--- config.mk ---
export PLATFORM = sky130hd
export DESIGN_NAME = lfd_top
export DESIGN_NICKNAME = d
export VERILOG_FILES = /design/src/design/lfd_pkg.sv /design/src/design/lfd_debounce.sv /design/src/design/lfd_top.sv
export SDC_FILE = /design/constraint.sdc
export NUM_CORES = 1
export LEC_CHECK = 0
export BUFFER_PORTS_ARGS = -buffer_cell sky130_fd_sc_hd__clkbuf_2
export CAP_MARGIN = 10
export CORE_MARGIN = 2
export CORE_UTILIZATION = 34
export CTS_CLUSTER_DIAMETER = 80
export DETAILED_ROUTE_END_ITERATION = 10
export PLACE_DENSITY = 0.57
export REMOVE_ABC_BUFFERS = 1
export SLEW_MARGIN = 20
export SYNTH_ARGS = -nofsm -noshare
export SYNTH_HDL_FRONTEND = slang
export SYNTH_SLANG_ARGS = --single-unit
--- constraint.sdc ---
create_clock -name clk -period 4 [get_ports clk]
set_clock_uncertainty 0.1 [all_clocks]
set_input_delay 0.2 -clock clk [delete_from_list [all_inputs] [get_ports clk]]
set_output_delay 0.2 -clock clk [all_outputs]
set_load 0.02 [all_outputs]
--- src/design/lfd_pkg.sv ---
package lfd_pkg;

    // ----------------------------------------------------------------
    // Clock and timing
    // ----------------------------------------------------------------
    localparam int CLK_HZ           = 20_000_000;
    localparam int DEBOUNCE_MS      = 37;
    localparam int DEBOUNCE_CYC     = DEBOUNCE_MS * (CLK_HZ / 1000);
    localparam int PWM_HZ           = 220;
    localparam int INSTANT_US       = 70;
    localparam int GAMMA_STEPS      = 63;
    localparam int GAMMA_FULL       = 1000;
    // Cycles per phase tick of the internal PWM (1000 ticks per period)
    localparam int PWM_TICK_CYC     = CLK_HZ / (PWM_HZ * GAMMA_FULL);
    // Cycles per gamma step for an instant transition, rounded down
    localparam int INSTANT_STEP_CYC = (INSTANT_US * (CLK_HZ / 1_000_000)) / GAMMA_STEPS;
    localparam int DEB_CNT_W        = 20;
    localparam int TICK_CNT_W       = 16;

    localparam logic [5:0] LEVEL_TOP = 6'h3e;
    localparam logic [9:0] PHASE_TOP = 10'h3e7;

    // ----------------------------------------------------------------
    // Register map
    // ----------------------------------------------------------------
    localparam logic [11:0] CONFIG_ADDR    = 12'h000;
    localparam logic [11:0] FADE_TIME_ADDR = 12'h004;
    localparam logic [11:0] STATUS_ADDR    = 12'h008;

    localparam int CFG_SWITCH_STYLE_BIT = 0;
    localparam int CFG_DIM_SOURCE_BIT   = 1;
    localparam int CFG_POLARITY_BIT     = 2;
    localparam logic [2:0] CONFIG_RESET = 3'h5;

    localparam int FADE_RISE_LSB = 0;
    localparam int FADE_FALL_LSB = 8;
    localparam logic [7:0] FADE_RISE_RESET = 8'h01;
    localparam logic [7:0] FADE_FALL_RESET = 8'h01;

    localparam int STAT_LEVEL0_LSB = 0;
    localparam int STAT_LEVEL1_LSB = 8;
    localparam int STAT_TARGET_LSB = 16;
    localparam int STAT_OUT_LSB    = 18;
    localparam int STAT_AUX_BIT    = 20;

    // Gamma intensity per ramp step, on a 1000-step linear scale
    localparam logic [9:0] GAMMA_TABLE [GAMMA_STEPS] = '{
        10'd0,   10'd2,   10'd4,   10'd6,   10'd8,   10'd10,  10'd12,  10'd16,
        10'd20,  10'd24,  10'd28,  10'd32,  10'd36,  10'd42,  10'd48,  10'd54,
        10'd60,  10'd66,  10'd72,  10'd80,  10'd88,  10'd96,  10'd104, 10'd112,
        10'd120, 10'd130, 10'd140, 10'd150, 10'd160, 10'd170, 10'd180, 10'd194,
        10'd208, 10'd222, 10'd236, 10'd250, 10'd264, 10'd282, 10'd300, 10'd318,
        10'd336, 10'd354, 10'd372, 10'd394, 10'd416, 10'd438, 10'd460, 10'd482,
        10'd504, 10'd534, 10'd564, 10'd594, 10'd624, 10'd654, 10'd684, 10'd722,
        10'd760, 10'd798, 10'd836, 10'd874, 10'd914, 10'd956, 10'd1000
    };

    // ----------------------------------------------------------------
    // Carriers
    // ----------------------------------------------------------------
    typedef struct packed {
        logic        psel;
        logic        penable;
        logic        pwrite;
        logic [11:0] paddr;
        logic [31:0] pwdata;
    } lfd_apb_req_type;

    typedef struct packed {
        logic        pready;
        logic        pslverr;
        logic [31:0] prdata;
    } lfd_apb_rsp_type;

    typedef struct packed {
        logic level;
        logic rise;
        logic fall;
    } lfd_deb_type;

endpackage

--- src/design/lfd_debounce.sv ---
`timescale 1ns/1ns
module lfd_debounce #(
    parameter int STABLE_CYC = lfd_pkg::DEBOUNCE_CYC
) (
    input  wire logic               clk,
    input  wire logic               rst_n,
    input  wire logic               din,
    output lfd_pkg::lfd_deb_type    dout
);
    import lfd_pkg::*;

    // ----------------------------------------------------------------
    // Elaboration check
    // ----------------------------------------------------------------
    if (STABLE_CYC < 1 || STABLE_CYC >= (1 << DEB_CNT_W)) begin : g_chk
        $error("lfd_debounce: STABLE_CYC out of range");
    end

    localparam logic [DEB_CNT_W-1:0] CNT_LAST = DEB_CNT_W'(STABLE_CYC - 1);

    typedef struct packed {
        logic                 sample;
        logic                 stable;
        logic [DEB_CNT_W-1:0] cnt;
        logic                 rise;
        logic                 fall;
    } lfd_deb_state_type;

    lfd_deb_state_type state_reg;
    lfd_deb_state_type state_next;

    // ----------------------------------------------------------------
    // Filter
    // ----------------------------------------------------------------
    // Restart on any change, accept after a full quiet interval
    always_comb begin
        state_next        = state_reg;
        state_next.sample = din;
        state_next.rise   = 1'b0;
        state_next.fall   = 1'b0;
        if (din != state_reg.sample) begin
            state_next.cnt = '0;
        end else if (din != state_reg.stable) begin
            if (state_reg.cnt == CNT_LAST) begin
                state_next.stable = din;
                state_next.rise   = din;
                state_next.fall   = ~din;
                state_next.cnt    = '0;
            end else begin
                state_next.cnt = state_reg.cnt + 1'b1;
            end
        end else begin
            state_next.cnt = '0;
        end
    end

    // State register
    always_ff @(posedge clk) begin
        if (!rst_n) begin
            state_reg <= '0;
        end else begin
            state_reg <= state_next;
        end
    end

    assign dout.level = state_reg.stable;
    assign dout.rise  = state_reg.rise;
    assign dout.fall  = state_reg.fall;

endmodule // lfd_debounce

--- src/design/lfd_top.sv ---
// What this block does
// - Switch style selects pulse or level mode
// - Main channels ramp through 63 gamma steps
// - New toggle reverses a running ramp
// - Pulse mode: debounced low flips channel latch
// - Both main channels start off after reset
// - Level mode: debounced high fades up, holds
// - Level mode: debounced low fades down, holds
// - Separate rise and fall fade time settings
// - Debounce both edges of switch inputs
// - Aux output follows enable, no fade
// - Aux low turns off; PWM does not gate it
// - Dim input drives both main channels alike
// - Dim source selects external or internal
// - Positive polarity: high dim level is active
// - Negative polarity: low dim level is active
// - External dim bypasses ramps, instant on/off
// - External average current follows duty cycle
// - Internal dim: debounced change starts joint fade
// - Internal ramps use about 220Hz PWM
// - Active fades up or holds; inactive down
// - Zero fade setting gives about 70us transition
// - Steps map to 1000-scale gamma table
`timescale 1ns/1ns
module lfd_top #(
    parameter int DEBOUNCE_CYC = lfd_pkg::DEBOUNCE_CYC,
    parameter int PWM_TICK_CYC = lfd_pkg::PWM_TICK_CYC
) (
    input  wire logic               clk,
    input  wire logic               rst_n,
    input  lfd_pkg::lfd_apb_req_type apb_req,
    output lfd_pkg::lfd_apb_rsp_type apb_rsp,
    input  wire logic [1:0]         channel_toggle_input,
    input  wire logic               aux_enable_input,
    input  wire logic               dim_input,
    output logic [1:0]              main_led_channel,
    output logic                    aux_led_channel
);
    import lfd_pkg::*;

    // ----------------------------------------------------------------
    // Elaboration checks
    // ----------------------------------------------------------------
    if (PWM_TICK_CYC < 1 || PWM_TICK_CYC >= (1 << TICK_CNT_W)) begin : g_chk_tick
        $error("lfd_top: PWM_TICK_CYC out of range");
    end
    if (INSTANT_STEP_CYC < 1 || INSTANT_STEP_CYC > 31) begin : g_chk_inst
        $error("lfd_top: INSTANT_STEP_CYC out of range");
    end

    localparam logic [TICK_CNT_W-1:0] TICK_LAST = TICK_CNT_W'(PWM_TICK_CYC - 1);
    localparam logic [4:0]            INST_LAST = 5'(INSTANT_STEP_CYC - 1);

    // ----------------------------------------------------------------
    // State
    // ----------------------------------------------------------------
    typedef struct packed {
        logic [2:0]            cfg;
        logic [7:0]            rise_time_set;
        logic [7:0]            fall_time_set;
        logic                  pready;
        logic                  pslverr;
        logic [31:0]           prdata;
        logic [TICK_CNT_W-1:0] tick_cnt;
        logic [9:0]            phase;
        logic [4:0]            inst_cnt;
        logic [1:0]            target;
        logic [1:0][5:0]       level;
        logic [1:0][7:0]       step_cnt;
        logic [1:0]            main_out;
        logic                  aux_out;
    } lfd_state_type;

    lfd_state_type state_reg;
    lfd_state_type state_next;

    // ----------------------------------------------------------------
    // Functions
    // ----------------------------------------------------------------
    // Gamma intensity for a ramp step
    function automatic logic [9:0] gamma_of(input logic [5:0] lvl);
        gamma_of = GAMMA_TABLE[lvl];
    endfunction

    // Register decode: 0 config, 1 fade time, 2 status, 3 unmapped
    function automatic logic [1:0] reg_sel(input logic [11:0] addr);
        case (addr)
            CONFIG_ADDR:    reg_sel = 2'h0;
            FADE_TIME_ADDR: reg_sel = 2'h1;
            STATUS_ADDR:    reg_sel = 2'h2;
            default:        reg_sel = 2'h3;
        endcase
    endfunction

    // ----------------------------------------------------------------
    // Debounce filters: two switches and the dim input
    // ----------------------------------------------------------------
    lfd_deb_type deb_ch [2];
    lfd_deb_type deb_dim;
    logic        switch_pulse_mode;
    logic        dim_external;
    logic        dim_positive;
    logic        dim_active;

    assign switch_pulse_mode = state_reg.cfg[CFG_SWITCH_STYLE_BIT];
    assign dim_external      = state_reg.cfg[CFG_DIM_SOURCE_BIT];
    assign dim_positive      = state_reg.cfg[CFG_POLARITY_BIT];
    // Active level: high for positive, low for negative polarity
    assign dim_active        = dim_positive ? dim_input : ~dim_input;

    for (genvar ch = 0; ch < 2; ch++) begin : g_deb
        lfd_debounce #(
            .STABLE_CYC (DEBOUNCE_CYC)
        ) u_deb_ch (
            .clk  (clk),
            .rst_n(rst_n),
            .din  (channel_toggle_input[ch]),
            .dout (deb_ch[ch])
        );
    end

    lfd_debounce #(
        .STABLE_CYC (DEBOUNCE_CYC)
    ) u_deb_dim (
        .clk  (clk),
        .rst_n(rst_n),
        .din  (dim_active),
        .dout (deb_dim)
    );

    // ----------------------------------------------------------------
    // Next-state logic
    // ----------------------------------------------------------------
    always_comb begin
        logic       apb_access;
        logic [1:0] sel;
        logic       tick;
        logic       pwm_wrap;
        logic       inst_tick;
        logic       ramp_up;
        logic       ramp_down;
        logic [7:0] time_set;
        logic [7:0] step_lim;
        logic       unit;

        state_next = state_reg;
        apb_access = 1'b0;
        sel        = 2'h0;
        tick       = 1'b0;
        pwm_wrap   = 1'b0;
        inst_tick  = 1'b0;
        ramp_up    = 1'b0;
        ramp_down  = 1'b0;
        time_set   = 8'h00;
        step_lim   = 8'h00;
        unit       = 1'b0;

        // APB slave: one wait state, then pready for one cycle
        apb_access         = apb_req.psel & apb_req.penable;
        sel                = reg_sel(apb_req.paddr);
        state_next.pready  = 1'b0;
        state_next.pslverr = 1'b0;
        if (apb_access && !state_reg.pready) begin
            state_next.pready  = 1'b1;
            state_next.pslverr = (sel == 2'h3);
            state_next.prdata  = 32'h0000_0000;
            if (!apb_req.pwrite) begin
                case (sel)
                    2'h0: state_next.prdata[2:0] = state_reg.cfg;
                    2'h1: begin
                        state_next.prdata[FADE_RISE_LSB +: 8] = state_reg.rise_time_set;
                        state_next.prdata[FADE_FALL_LSB +: 8] = state_reg.fall_time_set;
                    end
                    2'h2: begin
                        state_next.prdata[STAT_LEVEL0_LSB +: 6] = state_reg.level[0];
                        state_next.prdata[STAT_LEVEL1_LSB +: 6] = state_reg.level[1];
                        state_next.prdata[STAT_TARGET_LSB +: 2] = state_reg.target;
                        state_next.prdata[STAT_OUT_LSB +: 2]    = state_reg.main_out;
                        state_next.prdata[STAT_AUX_BIT]         = state_reg.aux_out;
                    end
                    default: state_next.prdata = 32'h0000_0000;
                endcase
            end
        end
        // Writes land on the completing edge only
        if (apb_access && state_reg.pready && apb_req.pwrite) begin
            case (sel)
                2'h0: state_next.cfg = apb_req.pwdata[2:0];
                2'h1: begin
                    state_next.rise_time_set = apb_req.pwdata[FADE_RISE_LSB +: 8];
                    state_next.fall_time_set = apb_req.pwdata[FADE_FALL_LSB +: 8];
                end
                default: state_next.cfg = state_reg.cfg;
            endcase
        end

        // Internal PWM timebase: 1000 phase ticks per period
        tick = (state_reg.tick_cnt == TICK_LAST);
        state_next.tick_cnt = tick ? '0 : state_reg.tick_cnt + 1'b1;
        if (tick) begin
            state_next.phase = (state_reg.phase == PHASE_TOP) ? 10'h000 : state_reg.phase + 1'b1;
        end
        pwm_wrap = tick && (state_reg.phase == PHASE_TOP);

        // Short step timer for instant transitions
        inst_tick = (state_reg.inst_cnt == INST_LAST);
        state_next.inst_cnt = inst_tick ? 5'h00 : state_reg.inst_cnt + 1'b1;

        // Channel latches from the switch inputs
        for (int ch = 0; ch < 2; ch++) begin
            if (switch_pulse_mode) begin
                if (deb_ch[ch].fall) begin
                    state_next.target[ch] = ~state_reg.target[ch];
                end
            end else begin
                if (deb_ch[ch].rise) begin
                    state_next.target[ch] = 1'b1;
                end
                if (deb_ch[ch].fall) begin
                    state_next.target[ch] = 1'b0;
                end
            end
        end
        // Internal dimming overrides the switches for both channels
        if (!dim_external) begin
            if (deb_dim.rise) begin
                state_next.target = 2'b11;
            end
            if (deb_dim.fall) begin
                state_next.target = 2'b00;
            end
        end

        // Ramp engines, direction from the current latch
        for (int ch = 0; ch < 2; ch++) begin
            ramp_up   = state_reg.target[ch] && (state_reg.level[ch] != LEVEL_TOP);
            ramp_down = !state_reg.target[ch] && (state_reg.level[ch] != 6'h00);
            time_set  = state_reg.target[ch] ? state_reg.rise_time_set
                                             : state_reg.fall_time_set;
            step_lim  = (time_set == 8'h00) ? 8'h01 : time_set;
            unit      = (time_set == 8'h00) ? inst_tick : pwm_wrap;
            if (!(ramp_up || ramp_down)) begin
                state_next.step_cnt[ch] = 8'h00;
            end else if (unit) begin
                if (state_reg.step_cnt[ch] + 8'h01 >= step_lim) begin
                    state_next.step_cnt[ch] = 8'h00;
                    if (ramp_up) begin
                        state_next.level[ch] = state_reg.level[ch] + 1'b1;
                    end else begin
                        state_next.level[ch] = state_reg.level[ch] - 1'b1;
                    end
                end else begin
                    state_next.step_cnt[ch] = state_reg.step_cnt[ch] + 8'h01;
                end
            end

            // Output: raw dim level externally, gamma PWM internally
            if (dim_external) begin
                state_next.main_out[ch] = dim_active;
            end else begin
                state_next.main_out[ch] = gamma_of(state_reg.level[ch]) > state_reg.phase;
            end
        end

        // Aux channel passes its enable straight through
        state_next.aux_out = aux_enable_input;
    end

    // ----------------------------------------------------------------
    // State register
    // ----------------------------------------------------------------
    always_ff @(posedge clk) begin
        if (!rst_n) begin
            state_reg               <= '0;
            state_reg.cfg           <= CONFIG_RESET;
            state_reg.rise_time_set <= FADE_RISE_RESET;
            state_reg.fall_time_set <= FADE_FALL_RESET;
        end else begin
            state_reg <= state_next;
        end
    end

    // ----------------------------------------------------------------
    // Outputs
    // ----------------------------------------------------------------
    assign apb_rsp.pready    = state_reg.pready;
    assign apb_rsp.pslverr   = state_reg.pslverr;
    assign apb_rsp.prdata    = state_reg.prdata;
    assign main_led_channel  = state_reg.main_out;
    assign aux_led_channel   = state_reg.aux_out;

endmodule // lfd_top

==> out/metrics.csv, run 1 <==
stage,metric,value,unit
die,num_rows,65,
flow_run,maxCapViolCount,0,
layout,drive_gt1_share,9.84,%
cts,clkLatencyLatePin,0.44,ns
routing,final_antenna_net_count,0,
cts,cts_buffers,17,
routing,drt_iter0_drc,504,
cts,cts.clk_slew.worst_paths,0.07,ns
layout,largest_reg_flops,78,
setup_path,reg2reg_depth,9,
layout,final_cell_mix,"dfxtp_1 (178), nor2_1 (170), nand2_1 (165), a21oi_1 (107), nand3_1 (75)",
global_routing,grt_pass1_wl,43.0,mm
routing,drc,0,
synth,async_flop_share,0,%
hold_path,min_from,apb_req[34],
die,io_pins,90,
sta,setup_tns,0,ns
place,post-place-cells,1763,
cts,cts_tree,done,
setup_path,reg2reg_from,state_reg[105]$_SDFFE_PN0P_,
setup_path,path_max_fanout,5,
sta,fmax,295,MHz
routing,first_pass_iters,6,
place,placed_area,11300,sq um
setup_path,cp.depth,9,
sta,period_needed,3.40,ns
setup_path,slowest_stage,or4_4,
die,die_h,182,microns
synth,synth_top_flop_cell,dfxtp_1,
hold_path,whs_path_depth,3,
die,die_x,182,microns
setup_path,cp_cell_sequence,"or4_4, or3_1, nand3_1, ha_1, nand2b_1, a2111oi_0, o31ai_1, or4_1, a21oi_1",
layout,finalNonFillerCells,1815,
sta,finalHoldViolations,0,
pwr,p_leak,4.28,nW
place,pre_cts_ws,0.572,ns
setup_path,cp.arrival,3.67,ns
cts,cts_root_buf,clkbuf_16,
synth,synth_cell_types,72,
sta,period_share,84.9,%
layout,layout.nets,1525,
setup_path,startpoint,state_reg[105]$_SDFFE_PN0P_,
cts,clock_path_buffers,2,
die,dieArea,33300,sq um
layout,area_growth,11.5,%
setup_path,start_kind,register,
sta,slew_viol_final,0,
setup_path,cp-end-kind,register,
sta,rsz0062_at_grt,false,
synth,yosys_warnings,0,
die,core_area,31500,sq um
routing,routed_via_density,5.19,
die,start_util,34.4,%
layout,final_common_cell,dfxtp_1,
cts,cts.sinks,178,
layout,n_fill_cell,3186,
synth,synth_edf_count,0,
sta,setup_viol,0,
synth,netlist_instances,1370,
setup_path,cp_top_family,simple AND/OR/NAND/NOR gates,
place,place_hpwl,19.3,mm
global_routing,grt_pass1_vias,8577,
layout,multiInputGateArea,6600,sq um
global_routing,grt_overflow,0,
global_routing,grt_antenna_before_repair,1,
routing,dr_total_vias,9411,
setup_path,cpPeakStageDelay,0.56,ns
place,place.gp.congestion,0.853,
global_routing,gr-usage-all-layers,15.9,%
pwr,ir_drop,0.000308,V
sta,slew-limit-headroom,37.0,%
layout,final_area,12100,sq um
global_routing,grt_start_max_net_pins,43,
setup_path,path_class,reg -> reg,
routing,wire_per_inst,14.6,microns
sta,worst_pin_slew,0.937,ns
place,port_buffers,62,
status,outcome,"complete, no violations",
synth,syn_avg_cell_area,7.90,sq um
sta,setup_slack,0.605,ns
routing,totalWireLength,26.5,mm
setup_path,cp.required,4.28,ns
layout,ff_latch_area,3560,sq um
pwr,power_density,298,nW/um^2
setup_path,worst-path-buf-inv,0,
synth,ys_ff_latch,178,
cts,cts.htree.levels,4,
hold_path,hold_path_class,in -> reg,
synth,syn-cell-area,10800,sq um
synth,yosysSeqAreaShare,32.9,%
worst register-to-register path: stages, from the launching register on:
cell	delay [ns]
dfxtp_1	0.35
or4_4	0.56
or3_1	0.40
nand3_1	0.11
ha_1	0.22
nand2b_1	0.14
a2111oi_0	0.56
o31ai_1	0.23
or4_1	0.50
a21oi_1	0.15
what timing repair did:
item	4_1_cts	5_1_grt
setup buffers	0	0
endpoints found under the hold margin	26	0
gates resized for setup	0	0
hold buffers	19	0
report_power, final:
part / internal (mW) / switching [mW]
Clock: 0.935 / 0.765
Combinational: 0.0388 / 0.0676
Sequential: 1.78 / 0.00918
Total: 2.75 / 0.842
through the flow:
step	util, %	hold slack, ns	power, mW
after global placement	35.9	0.307	1.92
after floorplan	-	0.162	1.87
after CTS	38.4	0.0429	3.63
after detailed placement	35.9	0.313	1.92
after global routing	38.4	0.0803	3.72
final	38.4	0.0461	3.60
cell usage after synthesis, drive strengths merged, types with 9 or more instances:
| library cell | number | area, sq um |
|---|---|---|
| dfxtp | 178 | 3560 |
| a22oi | 9 | 67.6 |
| a21oi | 107 | 536 |
| nor2 | 170 | 638 |
| a21o | 12 | 90.1 |
| o21ai | 74 | 370 |
| clkbuf | 56 | 211 |
| xor2 | 46 | 403 |
| o211ai | 11 | 82.6 |
| and2 | 12 | 78.8 |
| mux2i | 36 | 360 |
| nand3 | 75 | 375 |
| nand2 | 165 | 619 |
| nor3 | 26 | 130 |
| or3 | 13 | 81.3 |
| nand2b | 10 | 62.6 |
| nand4 | 21 | 146 |
| and3 | 13 | 82.6 |
| xnor2 | 53 | 464 |
| inv | 44 | 165 |
| nor4 | 11 | 68.8 |
| buf | 45 | 315 |
| ha | 71 | 888 |
kinds of logic after synthesis:
logic type	synth area share (%)
buffers and inverters	6.43
AO/OA/AOI/OAI	15.1
multiplexers	3.95
adder cells (fa/ha/maj)	8.58
other	0.0346
flip-flops	32.9
AND/OR/NAND/NOR	24.9
XOR/XNOR	8.01
per-layer routing:
| layer | part of all wire, % | GRT usage [%] | vias up |
|---|---|---|---|
| li1 | - | - | 4780 |
| met1 | 48 | 21.0 | 4397 |
| met2 | 46 | 25.9 | 190 |
| met3 | 4.2 | 3.11 | 44 |
| met4 | 2.4 | 5.77 | 0 |
| met5 | 0 | 0 | - |
final cells by class:
| class | instances | area share (%) |
|---|---|---|
| diodes | 1 | 0.0207 |
| clock buffers | 19 | 3.59 |
| clock inverters | 13 | 1.23 |
| inverters | 45 | 1.40 |
| multi-input cells | 1056 | 54.7 |
| flip-flops and latches | 178 | 29.5 |
| well taps | 402 | 4.17 |
| repair buffers | 101 | 5.39 |
final timing paths:
check	end	slack [ns]
setup / recovery	state_reg[6]$_SDFFE_PN0P_	0.60
hold / removal	apb_rsp[32]$_SDFF_PN0_	0.05
setup reg to reg	state_reg[6]$_SDFFE_PN0P_	0.60
hold reg to reg	apb_rsp[19]$_SDFFE_PN0P_	0.36
Note: power is estimated with default switching activity, not from simulation.
==> run 2, diff against run 1 <==
- clock period: 4 -> 3.5 ns (I/O delays scaled with it)
==> out/metrics.csv, run 2 (synthesis results as in run 1) <==
stage,metric,value,unit,change
die,start_util,34.4,%,unchanged
die,core_area,31500,sq um,unchanged
pwr,sw_frac_of_total,23.8,%,+0.40 points
sta,fmax,307,MHz,+4.1%
sta,rsz0062_at_grt,false,,
hold_path,hold_path_class,in -> reg,,
sta,period_share,93.1,%,+8.3 points
routing,final_antenna_net_count,0,,unchanged
routing,drc,0,,unchanged
global_routing,busiest_layer,met2,,
global_routing,gr-usage-all-layers,15.7,%,-0.19 points
die,io_pins,90,,unchanged
pwr,pwr-share-seq,51.2,%,+1.4 points
place,port_buffers,62,,unchanged
layout,final_cell_mix,"dfxtp_1 (178), nor2_1 (170), nand2_1 (165), a21oi_1 (107), nand3_1 (75)",,
setup_path,cp_cell_sequence,"or4_4, or3_1, nand3_1, ha_1, nand2b_1, a2111oi_1, o31ai_1, or4_1, a21oi_1",,
layout,finalNonFillerCells,1828,,+0.72%
routing,first_pass_iters,5,,-1
cts,cts.htree.levels,4,,unchanged
sta,setup_tns,0,ns,unchanged
cts,cts_root_buf,clkbuf_16,,
pwr,power_frac_clock,45.7,%,-1.6 points
cts,cts_buffers,17,,unchanged
place,place.gp.congestion,0.829,,-2.7%
place,post-place-cells,1774,,+0.62%
setup_path,reg2reg_from,state_reg[103]$_SDFFE_PN0P_,,
layout,area_growth,12.5,%,
sta,finalHoldViolations,0,,unchanged
global_routing,grt_pass1_vias,8416,,-1.9%
layout,largest_reg_flops,78,,unchanged
pwr,power.total,3.99,mW,+11%
routing,drt_iter0_drc,590,,+17%
setup_path,cp-end-kind,register,,
setup_path,cpPeakStageDelay,0.53,ns,-0.03 ns
setup_path,reg2reg_depth,9,,unchanged
sta,setup_viol,0,,unchanged
global_routing,grt_overflow,0,,unchanged
routing,wire_per_inst,14.4,microns,-1.5%
pwr,combinationalPowerShare,3.0,%,about the same
setup_path,slowest_stage,or4_4,,
setup_path,cp.arrival,3.52,ns,-0.15 ns
place,place_hpwl,19.4,mm,+0.98%
global_routing,grt_start_max_net_pins,41,,-4.7%
sta,slew_viol_final,0,,unchanged
routing,routed_via_density,5.07,,-2.3%
setup_path,r2r_end,state_reg[6]$_SDFFE_PN0P_,,
global_routing,met2_usage,26.5,%,+0.63 points
pwr,power_density,328,nW/um^2,+10%
cts,cts.sinks,178,,unchanged
setup_path,path_max_fanout,5,,unchanged
setup_path,startpoint,state_reg[103]$_SDFFE_PN0P_,,
setup_path,reg2reg_slack,0.24,ns,-0.37 ns
pwr,p_switching,0.951,mW,+13%
pwr,ir_drop,0.000382,V,+24%
sta,worst_pin_slew,0.954,ns,+0.0174 ns
layout,drive_gt1_share,10.7,%,+0.83 points
status,outcome,"complete, no violations",,
layout,final_common_cell,dfxtp_1,,
cts,cts.clk_slew.worst_paths,0.08,ns,about the same
global_routing,use_met1,21.1,%,+0.11 points
pwr,p_int,3.04,mW,+10%
cts,clock_path_buffers,2,,unchanged
die,num_rows,65,,unchanged
setup_path,cp.required,3.76,ns,-0.52 ns
flow_run,maxCapViolCount,0,,unchanged
global_routing,grtUsageMet3,2.71,%,-0.40 points
routing,dr_total_vias,9260,,-1.6%
layout,layout.nets,1538,,+0.85%
cts,cts_tree,done,,
die,die_h,182,microns,unchanged
layout,n_fill_cell,3233,,+1.5%
sta,period_needed,3.26,ns,-0.135 ns
setup_path,endpoint,state_reg[6]$_SDFFE_PN0P_,,
pwr,p_leak,4.33,nW,+1.2%
die,die_x,182,microns,unchanged
cts,clkLatencyLatePin,0.43,ns,about the same
sta,slew-limit-headroom,35.8,%,-1.2 points
routing,totalWireLength,26.3,mm,-0.77%
global_routing,grt_pass1_wl,42.5,mm,-1.1%
die,dieArea,33300,sq um,unchanged
setup_path,start_kind,register,,
setup_path,path_class,reg -> reg,,
global_routing,grt_antenna_before_repair,2,,+1
==> run 2: layout make-up <==
class / instances / area [sq um] / area share, %
Antenna cell: 2 / 5.00 / 0.0411
Clock buffer: 20 / 457 / 3.75
Clock inverter: 11 / 98.8 / 0.812
Inverter: 45 / 169 / 1.39
Multi-Input combinational cell: 1056 / 6610 / 54.3
Sequential cell: 178 / 3560 / 29.3
Tap cell: 402 / 503 / 4.13
Timing Repair Buffer: 114 / 773 / 6.35
==> run 2: worst max-delay path, delay by kind of cell (launching register included) <==
kind / cells / cell delay (ns)
AOI/OAI and AO/OA: 3 / 0.83
adders and majority gates: 1 / 0.22
DFF: 1 / 0.37
and+or+nand+nor: 5 / 1.68
==> run 2: how the worst min path moves through the flow <==
stage                     startpoint  cells after the start                          to
floorplan                      rst_n                      1   dim_positive$_SDFFE_PN1P_
global placement    aux_enable_input                      2  aux_led_channel$_SDFF_PN0_
detailed placement  aux_enable_input                      2  aux_led_channel$_SDFF_PN0_
CTS                      apb_req[34]                      3      apb_rsp[32]$_SDFF_PN0_
global route             apb_req[34]                      3      apb_rsp[32]$_SDFF_PN0_
finish                   apb_req[34]                      3      apb_rsp[32]$_SDFF_PN0_
==> run 2: timing repair <==
action                                 in CTS  in global routing
setup endpoints to repair                   0                 14
gates resized for setup                     0                  2
endpoints found under the hold margin      26                  0
hold buffers                               19                  0
buffers inserted                            0                  2
==> run 2: per-stage QoR <==
| step | area, sq um | utilization, % | setup WS [ns] | hold slack [ns] |
|---|---|---|---|---|
| after CTS | 12200 | 38.6 | 0.154 | 0.0151 |
| after floorplan | 10300 | - | 0.264 | 0.137 |
| final | 12200 | 38.7 | 0.240 | 0.0323 |
| after detailed placement | 11400 | 36.2 | 0.181 | 0.302 |
| after global placement | 11400 | 36.2 | 0.189 | 0.282 |
| after global routing | 12200 | 38.7 | 0.0269 | 0.0518 |
==> run 2: power by group through the flow <==
stage               clock (mW)  sequential [mW]  combinational (mW)
CTS                       1.88             2.04               0.123
detailed placement           0             2.09               0.105
global placement             0             2.09               0.105
global route              1.96             2.05               0.135
finish                    1.83             2.05               0.121
floorplan                    0             2.09              0.0499
==> run 2: per-layer routing <==
layer / up-vias / share of wire (%) / wire length (microns)
li1: 4806 / - / -
met3: 10 / 3.4 / 888
met4: 0 / 0.80 / 210
met5: - / 0 / 0
met1: 4293 / 49 / 12900
met2: 151 / 47 / 12200
==> run 3, diff against run 2 <==
- CORE_MARGIN: 2 -> 3
==> out/metrics.csv, run 3 (synthesis results as in run 1) <==
stage,metric,value,unit,change
status,outcome,"complete, no violations",,
setup_path,reg2reg_slack,0.25,ns,about the same
die,dieArea,34000,sq um,+2.2%
setup_path,path_class,reg -> reg,,
cts,cts_tree,done,,
die,die_x,184,microns,+1.1%
place,post-place-cells,1765,,-0.51%
routing,first_pass_iters,5,,unchanged
setup_path,reg2reg_depth,10,,+1
sta,finalHoldViolations,0,,unchanged
setup_path,cp.required,3.76,ns,about the same
layout,final_area,12200,sq um,about the same
cts,clock_path_buffers,2,,unchanged
sta,fmax,308,MHz,+0.35%
sta,worst_pin_slew,0.960,ns,+0.00637 ns
routing,wire_per_inst,14.6,microns,+1.5%
place,place.gp.congestion,0.851,,+2.7%
die,start_util,34.9,%,+0.54 points
sta,slew_viol_final,0,,unchanged
cts,cts.sinks,178,,unchanged
flow_run,maxCapViolCount,0,,unchanged
routing,drt_iter0_drc,583,,-1.2%
global_routing,grt_pass1_vias,8738,,+3.8%
routing,drc,0,,unchanged
global_routing,grt_antenna_before_repair,0,,-2
setup_path,cp.arrival,3.51,ns,about the same
pwr,p_leak,4.33,nW,about the same
global_routing,grt_pass1_wl,43.7,mm,+2.6%
routing,dr_total_vias,9317,,+0.62%
sta,slew-limit-headroom,35.7,%,-0.075 points
sta,period_needed,3.25,ns,-0.0114 ns
layout,antenna_cells,0,,-2
setup_path,reg2reg_from,state_reg[109]$_SDFFE_PN0P_,,
place,placed_area,11400,sq um,-0.26%
pwr,ir_drop,0.000229,V,-40%
setup_path,start_kind,register,,
place,place_hpwl,19.5,mm,+0.16%
layout,finalNonFillerCells,1816,,-0.66%
die,core_area,31000,sq um,-1.5%
layout,area_growth,12.5,%,about the same
die,num_rows,64,,-1.5%
sta,setup_tns,0,ns,unchanged
cts,cts_setup_buffers,0,,unchanged
global_routing,grt_start_max_net_pins,41,,unchanged
cts,cts_root_buf,clkbuf_16,,
setup_path,cp-end-kind,register,,
setup_path,r2r_end,state_reg[15]$_SDFFE_PN0P_,,
layout,layout.nets,1533,,-0.33%
place,port_buffers,62,,unchanged
layout,final_common_cell,dfxtp_1,,
die,io_pins,90,,unchanged
layout,drive_gt1_share,10.6,%,-0.040 points
cts,clkLatencyLatePin,0.44,ns,about the same
setup_path,startpoint,state_reg[109]$_SDFFE_PN0P_,,
hold_path,hold_path_class,in -> reg,,
layout,final_cell_mix,"dfxtp_1 (178), nor2_1 (170), nand2_1 (165), a21oi_1 (107), nand3_1 (75)",,
cts,cts_buffers,17,,unchanged
pwr,power_density,337,nW/um^2,+2.9%
sta,rsz0062_at_grt,false,,
global_routing,grt_overflow,0,,unchanged
setup_path,endpoint,state_reg[15]$_SDFFE_PN0P_,,
cts,cts.clk_slew.worst_paths,0.07,ns,about the same
setup_path,path_max_fanout,5,,unchanged
global_routing,gr-usage-all-layers,15.6,%,-0.15 points
layout,largest_reg_flops,78,,unchanged
sta,setup_viol,0,,unchanged
sta,period_share,92.8,%,-0.33 points
routing,final_antenna_net_count,0,,unchanged
cts,cts.htree.levels,4,,unchanged
routing,totalWireLength,26.5,mm,+0.88%
routing,routed_via_density,5.13,,+1.3%
die,die_h,184,microns,+1.1%
==> run 3: where the power goes <==
group,total [mW],internal [mW],switching [mW]
logic,0.119,0.0435,0.0758
clock network,1.94,1.04,0.909
registers,2.04,2.03,0.00989
==> run 3: cell type report <==
cell class	count	area, sq um
Fill cell	3135	18800
Tap cell	396	495
Clock buffer	18	439
Inverter	45	169
Timing Repair Buffer	109	736
Clock inverter	14	159
Sequential cell	178	3560
Multi-Input combinational cell	1056	6610
==> run 3: layer usage <==
| metal | track usage (%) | vias to the layer above | wire length, microns |
|---|---|---|---|
| met5 | 0 | - | 0 |
| met4 | 4.51 | 0 | 443 |
| met2 | 24.9 | 165 | 12100 |
| met3 | 3.12 | 30 | 1050 |
| li1 | - | 4813 | - |
| met1 | 21.4 | 4309 | 12900 |
==> run 3: metrics by stage <==
stage / worst slack, ns / hold slack (ns) / util (%) / total power [mW]
2_1_floorplan: 0.264 / 0.137 / - / 2.14
3_3_place_gp: 0.144 / 0.286 / 36.7 / 2.19
3_5_place_dp: 0.0708 / 0.291 / 36.7 / 2.19
4_1_cts: 0.0504 / 0.0151 / 39.3 / 4.17
5_1_grt: 0.0249 / 0.0902 / 39.3 / 4.26
6_report: 0.251 / 0.0247 / 39.3 / 4.11
==> run 3: critical path, stage by stage (launching register included) <==
cell       delay (ns)
dfxtp_1          0.38
nor4_1           0.60
and3_2           0.33
nor2_1           0.05
nand2_1          0.08
ha_1             0.22
nand2b_1         0.14
a2111oi_1        0.49
o31ai_1          0.21
or4_1            0.44
a21oi_1          0.14
==> run 3: how the worst min path moves through the flow <==
stage / slack [ns] / cells past startpoint / endpoint / start
global route: 0.09 / 3 / apb_rsp[32]$_SDFF_PN0_ / apb_req[34]
CTS: 0.02 / 3 / apb_rsp[32]$_SDFF_PN0_ / apb_req[34]
finish: 0.02 / 3 / apb_rsp[32]$_SDFF_PN0_ / apb_req[34]
detailed placement: 0.29 / 2 / aux_led_channel$_SDFF_PN0_ / aux_enable_input
global placement: 0.29 / 2 / aux_led_channel$_SDFF_PN0_ / aux_enable_input
floorplan: 0.14 / 1 / dim_positive$_SDFFE_PN1P_ / rst_n
==> run 3: what timing repair did <==
| item | 4_1_cts | 5_1_grt |
|---|---|---|
| hold buffers | 19 | 0 |
| gates resized for setup | 0 | 4 |
| setup endpoints to repair | 0 | 21 |
| endpoints found under the hold margin | 26 | 0 |
